**config.mk**
```make
export PLATFORM = sky130hd
export DESIGN_NAME = serial_shifter_link
export DESIGN_NICKNAME = d
export VERILOG_FILES = /design/src/hdl/shifter_link_pkg.sv /design/src/hdl/serial_shifter_link.sv /design/src/hdl/sync_two_ff.sv
export VERILOG_INCLUDE_DIRS = /design/src /design/src/hdl
export SDC_FILE = /design/constraint.sdc
export NUM_CORES = 1
export LEC_CHECK = 0
export ABC_AREA = 1
export BUFFER_PORTS_ARGS = -buffer_cell sky130_fd_sc_hd__buf_2
export CAP_MARGIN = 20
export CORE_MARGIN = 3
export CORE_UTILIZATION = 50
export CTS_BUF_LIST = sky130_fd_sc_hd__clkbuf_16
export DETAILED_ROUTE_END_ITERATION = 10
export PLACE_DENSITY = 0.72
export SETUP_SLACK_MARGIN = 0.4
export SLEW_MARGIN = 20
export SYNTH_ARGS = -nofsm -noshare
export SYNTH_HDL_FRONTEND = slang
export SYNTH_SLANG_ARGS = --single-unit
export TNS_END_PERCENT = 10
```
**constraint.sdc**
```tcl
create_clock -name clk_i -period 1.89 [get_ports clk_i]
set_clock_uncertainty 0.2 [all_clocks]
set_input_delay 0.0945 -clock clk_i [delete_from_list [all_inputs] [get_ports clk_i]]
set_output_delay 0.0945 -clock clk_i [all_outputs]
set_load 0.05 [all_outputs]
```
**src/hdl/shifter_link_map.svh**
```systemverilog
// register map, field positions, reset values and timing counts of the serial shifter link
// assumes a word-addressed processor port and a 100 MHz control clock
`ifndef SHIFTER_LINK_MAP_SVH
`define SHIFTER_LINK_MAP_SVH

// ----------------------------------------------------------------------
// widths
// ----------------------------------------------------------------------
`define SLK_DATA_W 16
`define SLK_CNT_W 4
`define SLK_ADDR_W 12
`define SLK_STALL_W 12

// ----------------------------------------------------------------------
// address decode: addr[11:10] picks the region, the rest is don't-care
// ----------------------------------------------------------------------
`define SLK_SEL_HI 11
`define SLK_SEL_LO 10
`define SLK_SEL_DATA 2'h0
`define SLK_SEL_CTRL 2'h1
`define SLK_SEL_STAT 2'h2
`define SLK_DATA_SPAN 1024

// ----------------------------------------------------------------------
// control word fields (shift_count_and_direction)
// ----------------------------------------------------------------------
`define SLK_CTL_CNT_LSB 0
`define SLK_CTL_DIR_BIT 4
`define SLK_CTL_CLR_BIT 5
`define SLK_DIR_LEFT 1'b0
`define SLK_DIR_RIGHT 1'b1

// ----------------------------------------------------------------------
// status word fields
// ----------------------------------------------------------------------
`define SLK_STA_READY_BIT 0
`define SLK_STA_TMO_BIT 1

// ----------------------------------------------------------------------
// reset values
// ----------------------------------------------------------------------
`define SLK_RST_SHREG 16'h0000
`define SLK_RST_CNT 4'h0
`define SLK_RST_DIR 1'b0

// ----------------------------------------------------------------------
// timing
// ----------------------------------------------------------------------
`define SLK_CLK_PERIOD_NS 10
`define SLK_STALL_NS 12000
`define SLK_STALL_CYC ((`SLK_STALL_NS) / (`SLK_CLK_PERIOD_NS))

`endif

```
**src/hdl/shifter_link_pkg.sv**
```systemverilog
// types shared by the serial shifter link: bus carriers, link carriers, state
// assumes shifter_link_map.svh is on the include path
`include "shifter_link_map.svh"

package shifter_link_pkg;

  // ----------------------------------------------------------------------
  // link sequencer states
  // ----------------------------------------------------------------------
  typedef enum logic [2:0] {
    ST_IDLE,
    ST_TX_PRESENT,
    ST_TX_ACK,
    ST_RX_WAIT,
    ST_RX_ACK
  } link_state_e;

  // processor request, held until acknowledged
  typedef struct packed {
    logic sel;
    logic we;
    logic [`SLK_ADDR_W-1:0] addr;
    logic [`SLK_DATA_W-1:0] wdata;
  } cpu_req_s;

  // processor answer
  typedef struct packed {
    logic ack;
    logic hold;
    logic [`SLK_DATA_W-1:0] rdata;
  } cpu_rsp_s;

  // pins driven toward the partner
  typedef struct packed {
    logic data;
    logic data_oe;
    logic hs;
  } link_out_s;

  // pins sampled from the partner
  typedef struct packed {
    logic data;
    logic hs;
  } link_in_s;

  // whole state of the shifter
  typedef struct packed {
    link_state_e st;
    logic [`SLK_DATA_W-1:0] shreg;
    logic [`SLK_CNT_W-1:0] cnt;
    logic dir;
    logic tmo;
    logic served;
    logic [`SLK_STALL_W-1:0] stall;
    cpu_rsp_s rsp;
    link_out_s lnk;
  } core_s;

endpackage : shifter_link_pkg

```
**src/hdl/serial_shifter_link.sv**
```systemverilog
// memory-mapped 16-bit serial shifter with counter, direction bit and link handshake
// assumes a processor that holds sel until ack and a matching shifter on the far end
//
// Contract
// - whole-word loadable 16-bit two-way shift register
// - four-bit counter, direction bit, address decoder
// - link uses one data, two handshake lines
// - control word loads count and direction
// - data store takes direction, starts shifting
// - counter returns to zero, meaning sixteen
// - left and right shift modes by bit
// - control logic runs from supplied clock
// - any data read or write starts shifting
// - counter decrements once per bit
// - shifting halts when counter reaches zero
// - bits move only when both ends ready
// - accesses wait while a sequence runs (status accesses are answered at once)
// - reset input and one ready status bit
// - partner stalls bounded near twelve microseconds
// - data port spans 1024 consecutive addresses
`timescale 1ns/1ps
`default_nettype none
`include "shifter_link_map.svh"

module serial_shifter_link #(
  parameter int CLK_PERIOD_NS = `SLK_CLK_PERIOD_NS,
  parameter int STALL_NS = `SLK_STALL_NS
) (
  input wire logic clk_i,
  input wire logic rst_n_i,
  input wire shifter_link_pkg::cpu_req_s cpu_req_i,
  output shifter_link_pkg::cpu_rsp_s cpu_rsp_o,
  input wire shifter_link_pkg::link_in_s link_i,
  output shifter_link_pkg::link_out_s link_o
);

  // ----------------------------------------------------------------------
  // derived constants and elaboration checks
  // ----------------------------------------------------------------------
  // stall bound follows the clock period
  localparam int STALL_CYC = STALL_NS / CLK_PERIOD_NS;
  localparam logic [`SLK_STALL_W-1:0] STALL_LAST = `SLK_STALL_W'(STALL_CYC - 1);

  // a clock slower than 16 MHz or a stall bound that does not fit is refused
  if (CLK_PERIOD_NS < 1 || CLK_PERIOD_NS > 62) begin : g_bad_clk
    $error("clock period outside 16 MHz and faster");
  end
  if (STALL_CYC < 2 || STALL_CYC > 4095) begin : g_bad_stall
    $error("stall bound does not fit the stall counter");
  end

  // ----------------------------------------------------------------------
  // partner pins through the synchroniser
  // ----------------------------------------------------------------------
  shifter_link_pkg::link_in_s lin_s;

  sync_two_ff #(
    .WIDTH(2)
  ) u_sync (
    .clk_i(clk_i),
    .rst_n_i(rst_n_i),
    .async_i({link_i.data, link_i.hs}),
    .sync_o({lin_s.data, lin_s.hs})
  );

  // ----------------------------------------------------------------------
  // state
  // ----------------------------------------------------------------------
  shifter_link_pkg::core_s s_q;
  shifter_link_pkg::core_s s_d;

  logic [1:0] region;
  logic busy;
  logic access;
  logic bit_done;
  logic progress;
  logic [`SLK_CNT_W-1:0] cnt_dec;
  logic [`SLK_DATA_W-1:0] sh_out_next;
  logic [`SLK_DATA_W-1:0] sh_in_next;

  assign region = cpu_req_i.addr[`SLK_SEL_HI:`SLK_SEL_LO];
  assign busy = (s_q.st != shifter_link_pkg::ST_IDLE);
  // a fresh request that has not been answered yet
  assign access = cpu_req_i.sel && !s_q.served;
  assign cnt_dec = s_q.cnt - `SLK_CNT_W'(1);

  // shift values for send (zero fill) and receive (line bit fill)
  always_comb begin
    if (s_q.dir == `SLK_DIR_LEFT) begin
      sh_out_next = {s_q.shreg[`SLK_DATA_W-2:0], 1'b0};
      sh_in_next = {s_q.shreg[`SLK_DATA_W-2:0], lin_s.data};
    end else begin
      sh_out_next = {1'b0, s_q.shreg[`SLK_DATA_W-1:1]};
      sh_in_next = {lin_s.data, s_q.shreg[`SLK_DATA_W-1:1]};
    end
  end

  // ----------------------------------------------------------------------
  // next state: processor port, link sequencer, stall guard
  // ----------------------------------------------------------------------
  always_comb begin
    s_d = s_q;
    s_d.rsp.ack = 1'b0;
    bit_done = 1'b0;
    progress = 1'b0;
    if (!cpu_req_i.sel) begin
      s_d.served = 1'b0;
    end

    // data and control accesses wait while busy
    s_d.rsp.hold = access && busy && (region != `SLK_SEL_STAT);

    // processor accesses; status is answered even during a sequence
    if (access && (!busy || region == `SLK_SEL_STAT)) begin
      s_d.rsp.ack = 1'b1;
      s_d.rsp.hold = 1'b0;
      s_d.served = 1'b1;
      s_d.rsp.rdata = '0;
      case (region)
        // whole region aliases the data port
        `SLK_SEL_DATA: begin
          if (cpu_req_i.we) begin
            s_d.shreg = cpu_req_i.wdata;
            // store starts sending in the held direction
            s_d.st = shifter_link_pkg::ST_TX_PRESENT;
            s_d.lnk.data_oe = 1'b1;
            // first bit out is msb left, lsb right
            s_d.lnk.data = (s_q.dir == `SLK_DIR_LEFT) ? cpu_req_i.wdata[`SLK_DATA_W-1] : cpu_req_i.wdata[0];
          end else begin
            // reading returns the word and starts collecting
            s_d.rsp.rdata = s_q.shreg;
            s_d.st = shifter_link_pkg::ST_RX_WAIT;
          end
        end
        `SLK_SEL_CTRL: begin
          if (cpu_req_i.we) begin
            // count and direction from the control word
            s_d.cnt = cpu_req_i.wdata[`SLK_CTL_CNT_LSB +: `SLK_CNT_W];
            s_d.dir = cpu_req_i.wdata[`SLK_CTL_DIR_BIT];
            s_d.tmo = 1'b0;
            if (cpu_req_i.wdata[`SLK_CTL_CLR_BIT]) begin
              s_d.shreg = `SLK_RST_SHREG;
            end
          end else begin
            s_d.rsp.rdata[`SLK_CTL_CNT_LSB +: `SLK_CNT_W] = s_q.cnt;
            s_d.rsp.rdata[`SLK_CTL_DIR_BIT] = s_q.dir;
          end
        end
        `SLK_SEL_STAT: begin
          // single ready bit plus the stall flag
          s_d.rsp.rdata[`SLK_STA_READY_BIT] = !busy;
          s_d.rsp.rdata[`SLK_STA_TMO_BIT] = s_q.tmo;
        end
        default: begin
          s_d.rsp.rdata = '0; // unmapped region answers zero
        end
      endcase
    end

    // link handshake, four phases per bit
    case (s_q.st)
      shifter_link_pkg::ST_IDLE: begin
        s_d.lnk.hs = 1'b0;
      end
      shifter_link_pkg::ST_TX_PRESENT: begin
        // raise the strobe only once the partner has released
        if (!lin_s.hs) begin
          s_d.lnk.hs = 1'b1;
          s_d.st = shifter_link_pkg::ST_TX_ACK;
          progress = 1'b1;
        end
      end
      shifter_link_pkg::ST_TX_ACK: begin
        if (lin_s.hs) begin
          s_d.lnk.hs = 1'b0;
          bit_done = 1'b1;
          progress = 1'b1;
          s_d.shreg = sh_out_next;
          s_d.lnk.data = (s_q.dir == `SLK_DIR_LEFT) ? sh_out_next[`SLK_DATA_W-1] : sh_out_next[0];
          s_d.st = shifter_link_pkg::ST_TX_PRESENT;
        end
      end
      shifter_link_pkg::ST_RX_WAIT: begin
        if (lin_s.hs) begin
          s_d.shreg = sh_in_next;
          s_d.lnk.hs = 1'b1;
          s_d.st = shifter_link_pkg::ST_RX_ACK;
          progress = 1'b1;
        end
      end
      shifter_link_pkg::ST_RX_ACK: begin
        if (!lin_s.hs) begin
          s_d.lnk.hs = 1'b0;
          bit_done = 1'b1;
          progress = 1'b1;
          s_d.st = shifter_link_pkg::ST_RX_WAIT;
        end
      end
      default: begin
        s_d.st = shifter_link_pkg::ST_IDLE;
      end
    endcase

    if (bit_done) begin
      s_d.cnt = cnt_dec;
      // stop at zero; zero then means sixteen
      if (cnt_dec == '0) begin
        s_d.st = shifter_link_pkg::ST_IDLE;
        s_d.lnk.data_oe = 1'b0;
      end
    end

    // a partner that stalls too long aborts the sequence
    if (!busy || progress) begin
      s_d.stall = '0;
    end else if (s_q.stall == STALL_LAST) begin
      s_d.stall = '0;
      s_d.st = shifter_link_pkg::ST_IDLE;
      s_d.lnk.hs = 1'b0;
      s_d.lnk.data_oe = 1'b0;
      s_d.cnt = `SLK_RST_CNT;
      s_d.tmo = 1'b1; // set wins; clearing happens only when idle
    end else begin
      s_d.stall = s_q.stall + `SLK_STALL_W'(1);
    end
  end

  // ----------------------------------------------------------------------
  // state register
  // ----------------------------------------------------------------------
  // synchronous reset to idle, count zero, left mode
  always_ff @(posedge clk_i) begin
    if (!rst_n_i) begin
      s_q <= '0;
    end else begin
      s_q <= s_d;
    end
  end

  assign cpu_rsp_o = s_q.rsp;
  assign link_o = s_q.lnk;

  // ----------------------------------------------------------------------
  // assertions
  // ----------------------------------------------------------------------
  // data line driven only while sending
  drive_when_send_a: assert property (
    @(posedge clk_i) disable iff (!rst_n_i)
    link_o.data_oe |-> (s_q.st == shifter_link_pkg::ST_TX_PRESENT || s_q.st == shifter_link_pkg::ST_TX_ACK)
  ) else $error("data line driven outside a send");

  // a held access is never acknowledged in the same cycle
  hold_no_ack_a: assert property (
    @(posedge clk_i) disable iff (!rst_n_i)
    cpu_rsp_o.hold |-> !cpu_rsp_o.ack && $past(busy)
  ) else $error("access acknowledged while shifting");

  // counter moves down by exactly one per bit
  count_step_a: assert property (
    @(posedge clk_i) disable iff (!rst_n_i)
    bit_done |=> s_q.cnt == $past(cnt_dec)
  ) else $error("counter did not step by one");

  // shifting stops once the count reaches zero
  halt_at_zero_a: assert property (
    @(posedge clk_i) disable iff (!rst_n_i)
    (bit_done && cnt_dec == '0) |=> (s_q.st == shifter_link_pkg::ST_IDLE) && !link_o.hs
  ) else $error("shifting went on past zero");

  // a data store starts the send and drives the line next cycle
  store_starts_a: assert property (
    @(posedge clk_i) disable iff (!rst_n_i)
    (access && !busy && region == `SLK_SEL_DATA && cpu_req_i.we)
      |=> s_q.st == shifter_link_pkg::ST_TX_PRESENT && link_o.data_oe && cpu_rsp_o.ack
  ) else $error("data store did not start sending");

  // a data read starts collection
  read_starts_a: assert property (
    @(posedge clk_i) disable iff (!rst_n_i)
    (access && !busy && region == `SLK_SEL_DATA && !cpu_req_i.we)
      |=> s_q.st == shifter_link_pkg::ST_RX_WAIT && !link_o.data_oe
  ) else $error("data read did not start collecting");

  // strobe rises only after partner released its line
  strobe_rise_a: assert property (
    @(posedge clk_i) disable iff (!rst_n_i)
    ($rose(link_o.hs) && s_q.st == shifter_link_pkg::ST_TX_ACK) |-> !$past(lin_s.hs)
  ) else $error("strobe raised while partner still high");

  // left mode presents the top bit of the stored word
  msb_first_a: assert property (
    @(posedge clk_i) disable iff (!rst_n_i)
    (s_q.st == shifter_link_pkg::ST_TX_PRESENT && s_q.dir == `SLK_DIR_LEFT)
      |-> link_o.data == s_q.shreg[`SLK_DATA_W-1]
  ) else $error("left mode did not present msb");

  // stall counter never passes its bound
  stall_bound_a: assert property (
    @(posedge clk_i) disable iff (!rst_n_i)
    s_q.stall <= STALL_LAST
  ) else $error("stall counter beyond bound");

  // status read reports ready exactly when idle
  ready_bit_a: assert property (
    @(posedge clk_i) disable iff (!rst_n_i)
    (access && region == `SLK_SEL_STAT && !cpu_req_i.we)
      |=> cpu_rsp_o.rdata[`SLK_STA_READY_BIT] == !$past(busy)
  ) else $error("ready bit wrong");

  // right mode presents the bottom bit of the stored word
  lsb_first_a: assert property (
    @(posedge clk_i) disable iff (!rst_n_i)
    (s_q.st == shifter_link_pkg::ST_TX_PRESENT && s_q.dir == `SLK_DIR_RIGHT)
      |-> link_o.data == s_q.shreg[0]
  ) else $error("right mode did not present lsb");

  // acknowledge goes up only after the partner strobe was seen
  rx_ack_rise_a: assert property (
    @(posedge clk_i) disable iff (!rst_n_i)
    ($rose(link_o.hs) && s_q.st == shifter_link_pkg::ST_RX_ACK)
      |-> $past(lin_s.hs)
  ) else $error("acknowledge raised without a strobe");

  // a partner idle for the whole bound ends the sequence
  stall_abort_a: assert property (
    @(posedge clk_i) disable iff (!rst_n_i)
    (busy && !progress && s_q.stall == STALL_LAST)
      |=> s_q.st == shifter_link_pkg::ST_IDLE && s_q.tmo && !link_o.data_oe && !link_o.hs
  ) else $error("stalled sequence not aborted");

  // a control write loads count and direction together
  ctrl_load_a: assert property (
    @(posedge clk_i) disable iff (!rst_n_i)
    (access && !busy && region == `SLK_SEL_CTRL && cpu_req_i.we)
      |=> s_q.cnt == $past(cpu_req_i.wdata[`SLK_CTL_CNT_LSB +: `SLK_CNT_W])
        && s_q.dir == $past(cpu_req_i.wdata[`SLK_CTL_DIR_BIT])
  ) else $error("control word not loaded");

endmodule : serial_shifter_link

`default_nettype wire

```
**src/hdl/sync_two_ff.sv**
```systemverilog
// two flip-flop synchroniser for pins that arrive from the partner
// assumes the inputs are asynchronous levels; one clock, synchronous reset
`timescale 1ns/1ps
`default_nettype none

module sync_two_ff #(
  parameter int WIDTH = 1
) (
  input wire logic clk_i,
  input wire logic rst_n_i,
  input wire logic [WIDTH-1:0] async_i,
  output logic [WIDTH-1:0] sync_o
);

  logic [WIDTH-1:0] meta_q;

  // first stage feeds only the second stage
  always_ff @(posedge clk_i) begin
    if (!rst_n_i) begin
      meta_q <= '0;
      sync_o <= '0;
    end else begin
      meta_q <= async_i;
      sync_o <= meta_q;
    end
  end

endmodule : sync_two_ff

`default_nettype wire

```
Word-level counts from Yosys, hierarchy flattened
Cells that the tools add are included.
{ "word_totals": {"ff_bits": 63, "in_bits": 34, "out_inout_bits": 21, "elab_cells": 98} }
{ "op_classes": {"n_addsub": 2, "eq_ne": 10, "mux": 53, "n_bitwise": 1, "reduce_logical": 17} }
{ "op_table": {"columns": ["operator", "n"], "rows": [
  ["$mux W16", 5],
  ["$mux W22", 3],
  ["$pmux W16 S2", 2],
  ["$mux W19", 2],
  ["$mux W26", 1],
  ["$mux W3", 7],
  ["$mux W20", 1],
  ["$mux W1", 15],
  ["$pmux W3 S5", 1],
  ["$add A12 B1 Y12 const B", 1],
  ["$eq A12 B11 Y1 const B", 1],
  ["$mux W4", 3],
  ["$mux W11", 1],
  ["$mux W2", 5],
  ["$eq A3 B2 Y1 const B", 2],
  ["$mux W6", 1],
  ["$pmux W2 S3", 1],
  ["$pmux W3 S2", 1],
  ["$reduce_or A2 Y1", 3],
  ["$mux W5", 1],
  ["$pmux W1 S5", 1],
  ["$logic_and A1 B1 Y1", 4],
  ["$logic_not A4 Y1", 1],
  ["$pmux W1 S2", 2],
  ["other kinds (16)", 18]
]} }

Depth between registers and ports, before layout
Gate-level depths: netlist of run 1.
{ "logic_depth": {"ltp_word": 13, "depth_mapped": 11, "ltp_nobuf": 9} }

Hierarchy
A second synthesis of run 1 with hierarchy kept.
{ "hier_totals": {"cells_unflattened": 513, "hier_area_um2": 3532.1} }
{ "modules_own_cells": {"columns": ["mod", "instances", "cells_each", "area_per_inst_um2", "seq_area_each_um2"], "rows": [
  ["serial_shifter_link", 1, 501, 3422.0, 1181.1],
  ["sync_two_ff", 1, 12, 110.1, 80.1]
]} }

Worst setup path after synthesis of run 1
No wires, ideal clock.
{ "synth_path": {"kind": "register to register", "from": "register s_q[56] in the netlist's numbering", "to": "register s_q[50] in the netlist's numbering", "setup_time_ns": 0.120, "arrival_ns": 1.259, "required_time_ns": 1.570, "setup_slack_ns": 0.312, "stages_incl_launch_ff": 11, "path_buffers": 2, "period_less_slack_ns": 1.578, "cell_sequence": "dfxtp_1 buf_4 nor2_4 nand2_4 nand2_1 nand2_2 nor2_4 nand2_2 buf_4 nand2_1 a21oi_1"} }
{ "synth_between": {"elab_chain_cells": 7, "elab_cells_between_ends": 10, "cone_classes": "2 x eq/ne; 4 x mux; 4 x reduce/logical"} }
{ "synth_lines": {"columns": ["item", "line", "rtl"], "rows": [
  ["from (decl)", "serial_shifter_link.sv:69", "shifter_link_pkg::core_s s_q;"],
  ["from (signal assigned)", "serial_shifter_link.sv:234", "s_q <= '0;"],
  ["from (signal assigned)", "serial_shifter_link.sv:236", "s_q <= s_d;"],
  ["$reduce_bool A3 Y1", "serial_shifter_link.sv:82", "assign busy = (s_q.st != shifter_link_pkg::ST_IDLE);"],
  ["$logic_not A1 Y1", "serial_shifter_link.sv:114", "if (access && (!busy || region == `SLK_SEL_STAT)) begin"],
  ["$logic_or A1 B1 Y1 (no source line)", null, null],
  ["$logic_and A1 B1 Y1", "serial_shifter_link.sv:114", null],
  ["$mux W26", "serial_shifter_link.sv:114", null],
  ["$mux W19 (on tied branches)", "serial_shifter_link.sv:184, serial_shifter_link.sv:174", null],
  ["$pmux W16 S2 *", "serial_shifter_link.sv:161", "case (s_q.st)"]
]} }
Mark *: on every way between the ends. The rest lies on a longest branch, timed or not.
A chain may end at the register's enable or synchronous reset.

Worst setup path after layout of run 1
{ "layout_path": {"from": "register s_q[57] in the netlist's numbering", "to": "register s_q[42] in the netlist's numbering"} }
The elaborated chain is that of the path after synthesis.

==> results of run 1 <==
-- sequential cells by signal (all words and copies together) (netlist names) --
name / count
u_sync.meta_q: 2
u_sync.sync_o: 2
cpu_rsp_o: 18
s_q: 38
link_o: 3
-- cells by family (layout without fill, tap and decap cells) --
kind of cell	Yosys count	after routing	share of synthesized area, %
compound gates	123	123	20.0
xor+xnor	5	5	1.25
fa+ha+maj	3	3	1.07
buf+inv	94	173	13.5
flops	63	63	36.0
simple gates	216	217	28.1
-- synthesized netlist by cell type, types with 2 or more instances --
library cell	number	share of area (%)
o21ai_0	46	6.6
buf_6	2	0.64
nand2_4	2	0.64
nand4_1	8	1.4
a21oi_2	4	1.0
a32oi_1	3	0.75
o21ai_1	3	0.43
clkbuf_1	5	0.54
a21oi_1	47	6.7
dfxtp_1	63	36
buf_4	27	5.8
o211ai_1	6	1.3
xor2_1	5	1.3
nand3_1	36	5.1
inv_1	47	5.0
nor3_1	8	1.1
buf_2	4	0.57
o31ai_1	9	1.9
nand2_1	110	12
nor2_1	32	3.4
ha_1	3	1.1
nor2_4	4	1.3
nand2_2	10	1.8
buf_1	2	0.21
inv_2	5	0.54
clkinv_1	2	0.21
-- worst max-delay path: stages, from the launching register on --
cell and delay [ps]:
dfxtp_4 360, nor2_4 140, nand2_4 90, nand2_4 80, nand2_4 60, buf_4 150, buf_12 140, nor2_1 100
nor2_1 50, nand3_1 80, a21oi_1 60
-- per-stage QoR --
step | std cells | instance area, sq um | total power [mW]
after detailed placement | 616 | 3730 | 1.86
after floorplan | 504 | 3540 | 1.74
after CTS | 664 | 4440 | 3.67
after global placement | 616 | 3730 | 1.85
final | 677 | 4650 | 3.73
after global routing | 677 | 4650 | 3.85
-- layer usage --
metal	vias up	wire (um)
li1	1805	-
met1	1684	4130
met2	165	4830
met3	40	619
met4	0	372
met5	-	0
-- power by group through the flow --
stage / clock, mW / combinational [mW] / sequential [mW]
6_report: 1.73 / 0.597 / 1.40
5_1_grt: 1.79 / 0.648 / 1.41
4_1_cts: 1.75 / 0.521 / 1.41
3_3_place_gp: 0 / 0.422 / 1.43
3_5_place_dp: 0 / 0.427 / 1.43
2_1_floorplan: 0 / 0.320 / 1.42
-- worst min path at each step --
stage	startpoint	end	slack, ps	cells after the start
final	cpu_req_i[1]	s_q[41]	30	5
after global routing	rst_n_i	s_q[30]	50	3
after CTS	cpu_req_i[1]	s_q[41]	20	5
after detailed placement	link_i[1]	u_sync.meta_q[1]	90	3
after global placement	link_i[1]	u_sync.meta_q[1]	100	3
after floorplan	link_i[0]	u_sync.meta_q[0]	-8	2
-- cell type report --
cell class / instances / area share (%)
clock inverter: 7 / 1.91
multi-input combinational: 348 / 42.4
timing repair buffer: 103 / 16.2
clock buffer: 9 / 4.85
tap: 93 / 2.50
sequential: 63 / 27.5
inverter: 54 / 4.58
-- timing repair --
| item | CTS | global route |
|---|---|---|
| setup endpoints to repair | 56 | 56 |
| gates resized for setup | 32 | 29 |
| endpoints found under the hold margin | 18 | 0 |
| hold buffers | 18 | 0 |
| pin swaps | 10 | 17 |
| buffers inserted | 13 | 12 |
| cloned | 1 | 1 |
==> reports/qor.yml, run 1 <==
worst_setup_path:
  reg2reg_slack_ps: 250
  cp-start-kind: "register"
  endpoint: "s_q[42]"
  worstSetupPathType: "reg2reg"
  cp-end-kind: "register"
  critPathMaxFanout: 16
  cp.arrival_ps: 1640
  r2r_start: "s_q[57]"
  cp.required_ps: 1890
  crit_start: "s_q[57]"
  r2r-end: "s_q[42]"
  ff2ff_path_depth: 10
timing:
  maxSlewViolCount: 0
  tns_ps: 0
  rsz0062_at_grt: "yes"
  whs_ps: 25.1
  report.final.setup_viol: 0
  worstMarginPinSlew_ps: 359
  min_period_ps: 1640
  slew_headroom_pct: 76.0
  timing.fmax_ghz: 0.609
  setup_ws_ps: 248
  finalHoldViolCount: 0
  post-route-period-util_pct: 86.9
clock_network:
  cts_root_buf: "clkbuf_16"
  numCtsBuffers: 9
  cts_tree: "yes"
  insertion_delay_ps: 330
  clkTransAtPathRegs_ps: 50
  cts_max_path_buffers: 2
  clock_sinks: 63
  htreeDepth: 3
yosys:
  async_flop_share_pct: 0
  synth_cell_type_count: 37
  yosys_warnings: 0
  synthFlopType: "dfxtp_1"
  ys_seq_area_share_pct: 36.0
  syn_area_sq_um: 3500
  syn_area_per_cell_sq_um: 6.95
  synth-edff-count: 0
  synthCells: 504
  syn-num-nets: 541
  ys_ff_latch: 63
hold_path:
  hp-class: "in2reg"
detailed_routing:
  drt-initial-drc-count: 304
  drc: 0
  routed_wl_um: 9950
  wire_per_inst_um: 14.7
  firstDrtPassIters: 5
  drtAntennaViolNets: 0
  routed_via_density: 5.46
  vias: 3694
cells_and_area:
  drive_above_1_share_pct: 28.8
  nets: 616
  final_common_cell: "nand2_1"
  seq_area_sq_um: 1280
  final_cell_mix: "nand2_1, dfxtp_1, o21ai_0, buf_2, inv_1"
  antennaDiodeCount: 0
  fin_util_pct: 70.7
  multi_input_area_sq_um: 1970
  nFillCells: 539
  area_growth_pct: 32.7
floorplanning:
  num_io_pins: 55
  rows: 29
  coreArea_sq_um: 6570
  die-area_sq_um: 8040
  start_util_pct: 53.3
  die_w_um: 89.7
  chipHeight_um: 89.7
global_route:
  grt_pass1_vias: 3305
  grt_busiest_layer: "met2"
  grt_usage_pct: 24.2
  grt.met1_usage_pct: 29.3
  grt_use_met3_pct: 5.11
  grt_max_degree: 34
  grt_first_pass_wirelength_um: 15000
  antenna_found_initial: 0
  use_met2_pct: 40.0
  overflow: 0
pwr:
  leakage_nw: 1.96
  pwr-share-seq_pct: 37.6
  p_switching_mw: 0.978
  p_int_mw: 2.75
  p_comb_share_pct: 16.0
  peakVddDrop_mv: 0.929
  swShare_pct: 26.2
  clkPwrFrac_pct: 46.4
  powerDensity_nw_per_um2: 803
flow_run:
  drv_cap: 0
placement:
  gp_congestion: 0.940
  port_buffers: 44
  pre_cts_ws_ps: 116
  hpwl_um: 6080
run_status:
  status: "finished clean"
No activity file was read; power rests on OpenSTA's default activity.
==> run 2: changes to the inputs <==
Settings changed: SYNTH_HIERARCHICAL set to 1.
==> reports/qor.yml, run 2 <==
worst_setup_path:
  worstSetupPathType: "reg2reg"
  cp-end-kind: "register"
  cp_common_cell: "nor2_1"
  slowest_delay_ps: 380
  cp.arrival_ps: 1630
  critPathMaxFanout: 5
  cp.required_ps: 1900
  critPathBufInv: 1
  slowest_stage: "dfxtp_4"
  crit_family: "simple AND/OR/NAND/NOR gates"
  cp_cell_sequence: "inv_4 > ha_4 > xor2_2 > nor2_1 > nand3_1 > nand4_1 > nor2_1"
  cp-start-kind: "register"
floorplanning:
  chipHeight_um: 90.1
  coreArea_sq_um: 6830
  die-area_sq_um: 8110
  start_util_pct: 51.7
  die_w_um: 90.1
  num_io_pins: 55
  rows: 30
yosys:
  synth_common_cells: "nand2_1, dfxtp_1, inv_1, a21oi_1, o21ai_0"
  synth_top_area_share_pct: 35.7
  synthFlopType: "dfxtp_1"
  syn_area_per_cell_sq_um: 6.89
  synthCells: 513
  ys_ff_latch: 63
  syn-num-nets: 550
  ys_seq_area_share_pct: 35.7
  synth-edff-count: 0
  yosysTopAreaCell: "dfxtp_1"
  syn_area_sq_um: 3530
  synth.area.top_cells: "dfxtp_1, nand2_1, a21oi_1"
  yosys_warnings: 6
  yosysMostFrequentCell: "nand2_1"
  async_flop_share_pct: 0
  synth_cell_type_count: 35
detailed_routing:
  drt-initial-drc-count: 295
  drtAntennaViolNets: 0
  top_layer_used: "met4"
  met1Wirelength_um: 4120
  wl_met3_um: 709
  routed_wl_um: 9350
  firstDrtPassIters: 5
  drc: 0
  dr_wl_met2_um: 4300
  wire_per_inst_um: 14.1
  routed_via_density: 5.39
  vias: 3572
global_route:
  overflow: 0
  grt_first_pass_wirelength_um: 15100
  antenna_found_initial: 0
  grt_max_degree: 24
  grt_pass1_vias: 3168
  grt_usage_pct: 22.7
cells_and_area:
  drive_above_1_share_pct: 24.2
  area_growth_pct: 25.8
  final_common_cell: "nand2_1"
  fin_area_sq_um: 4440
  regMostFlops: "s_q"
  final_cell_mix: "nand2_1, dfxtp_1, inv_1, buf_2, a21oi_1"
  finalNonFillerCells: 663
  fin_util_pct: 65.0
  nets: 599
  largest_register_ffs: 38
  antennaDiodeCount: 0
timing:
  report.final.setup_viol: 0
  slew_headroom_pct: 72.8
  post-route-period-util_pct: 85.5
  maxSlewViolCount: 0
  finalHoldViolCount: 0
  tns_ps: 0
  timing.fmax_ghz: 0.619
  rsz0062_at_grt: "yes"
  worstMarginPinSlew_ps: 407
  min_period_ps: 1620
placement:
  dp_cells: 625
  hpwl_um: 6210
  post_dp_cell_area_sq_um: 3750
  gp_congestion: 0.909
  port_buffers: 44
pwr:
  total_power_mw: 3.94
  peakVddDrop_mv: 0.507
  leakage_nw: 1.85
  powerDensity_nw_per_um2: 887
clock_network:
  htreeDepth: 3
  clkTransAtPathRegs_ps: 60
  cts_tree: "yes"
  insertion_delay_ps: 330
  cts_root_buf: "clkbuf_16"
  cts_max_path_buffers: 2
  numCtsBuffers: 9
  clock_sinks: 63
hold_path:
  hp-class: "in2reg"
run_status:
  status: "finished clean"
flow_run:
  drv_cap: 0
## run 2: changes by cell type after synthesis, moves of 3 or more
cell	change
a21oi_1	-4
nand2_1	+6
o31ai_2	+3
inv_1	+4
o21ai_0	-4
o31ai_1	-3
o21ai_1	+8
## run 2: tightest hold or removal path, stage by stage
cell and delay (ps):
buf_2 70, nand2_1 40, o21ai_1 90, a21oi_2 70
a21oi_1 150
## run 2: worst paths after layout
check | cells after the start | startpoint | endpoint | slack, ps
worst max register to register | 7 | s_q[36] | s_q[56] | 270
worst max-delay path | 7 | s_q[36] | s_q[56] | 270
worst min register to register | 2 | u_sync/meta_q[0] | u_sync/sync_o[0] | 200
worst min-delay path | 5 | cpu_req_i[10] | s_q[50] | 20
## run 2: area by class of cell
| cell class | instances | area [sq um] |
|---|---|---|
| Fill cell | 608 | 2390 |
| Clock inverter | 7 | 145 |
| Sequential cell | 63 | 1280 |
| Multi-Input combinational cell | 350 | 1900 |
| Timing Repair Buffer | 80 | 554 |
| Tap cell | 96 | 120 |
| Clock buffer | 9 | 225 |
| Inverter | 58 | 223 |
## run 2: metal layers
metal  track usage, %  up-vias
met2             34.8      158
li1                 -     1775
met5                0        -
met4             9.57        0
met3             5.61       25
met1             30.6     1614
## run 2: cells by family (layout without fill, tap and decap cells)
group | count (synthesis) | in the layout | share of synthesized area, %
and+or+nand+nor | 222 | 222 | 28.5
adders and majority gates | 3 | 3 | 1.06
xor gates and xnor gates | 5 | 5 | 1.24
AOI/OAI and AO/OA | 120 | 120 | 19.4
buffers and inverters | 100 | 154 | 14.1
DFF | 63 | 63 | 35.7
## run 2: timing repair
item | CTS | global route
setup endpoints to repair | 57 | 54
gates cloned | 1 | 0
resized for setup | 20 | 15
pin swaps | 7 | 5
hold buffers | 16 | 0
setup buffers | 5 | 0
hold endpoints to repair | 17 | 0
## run 2: through the flow
step           setup slack, ps  hold WS, ps
2_1_floorplan              335        -12.0
5_1_grt                    193         42.5
4_1_cts                    313         13.9
6_report                   274         19.8
3_5_place_dp               148         83.2
3_3_place_gp               199         78.7
## run 2: report_power, final
part	internal, mW	switching (mW)
sequential	1.37	0.0367
clock	1.42	0.620
combinational	0.185	0.308
total	2.98	0.965
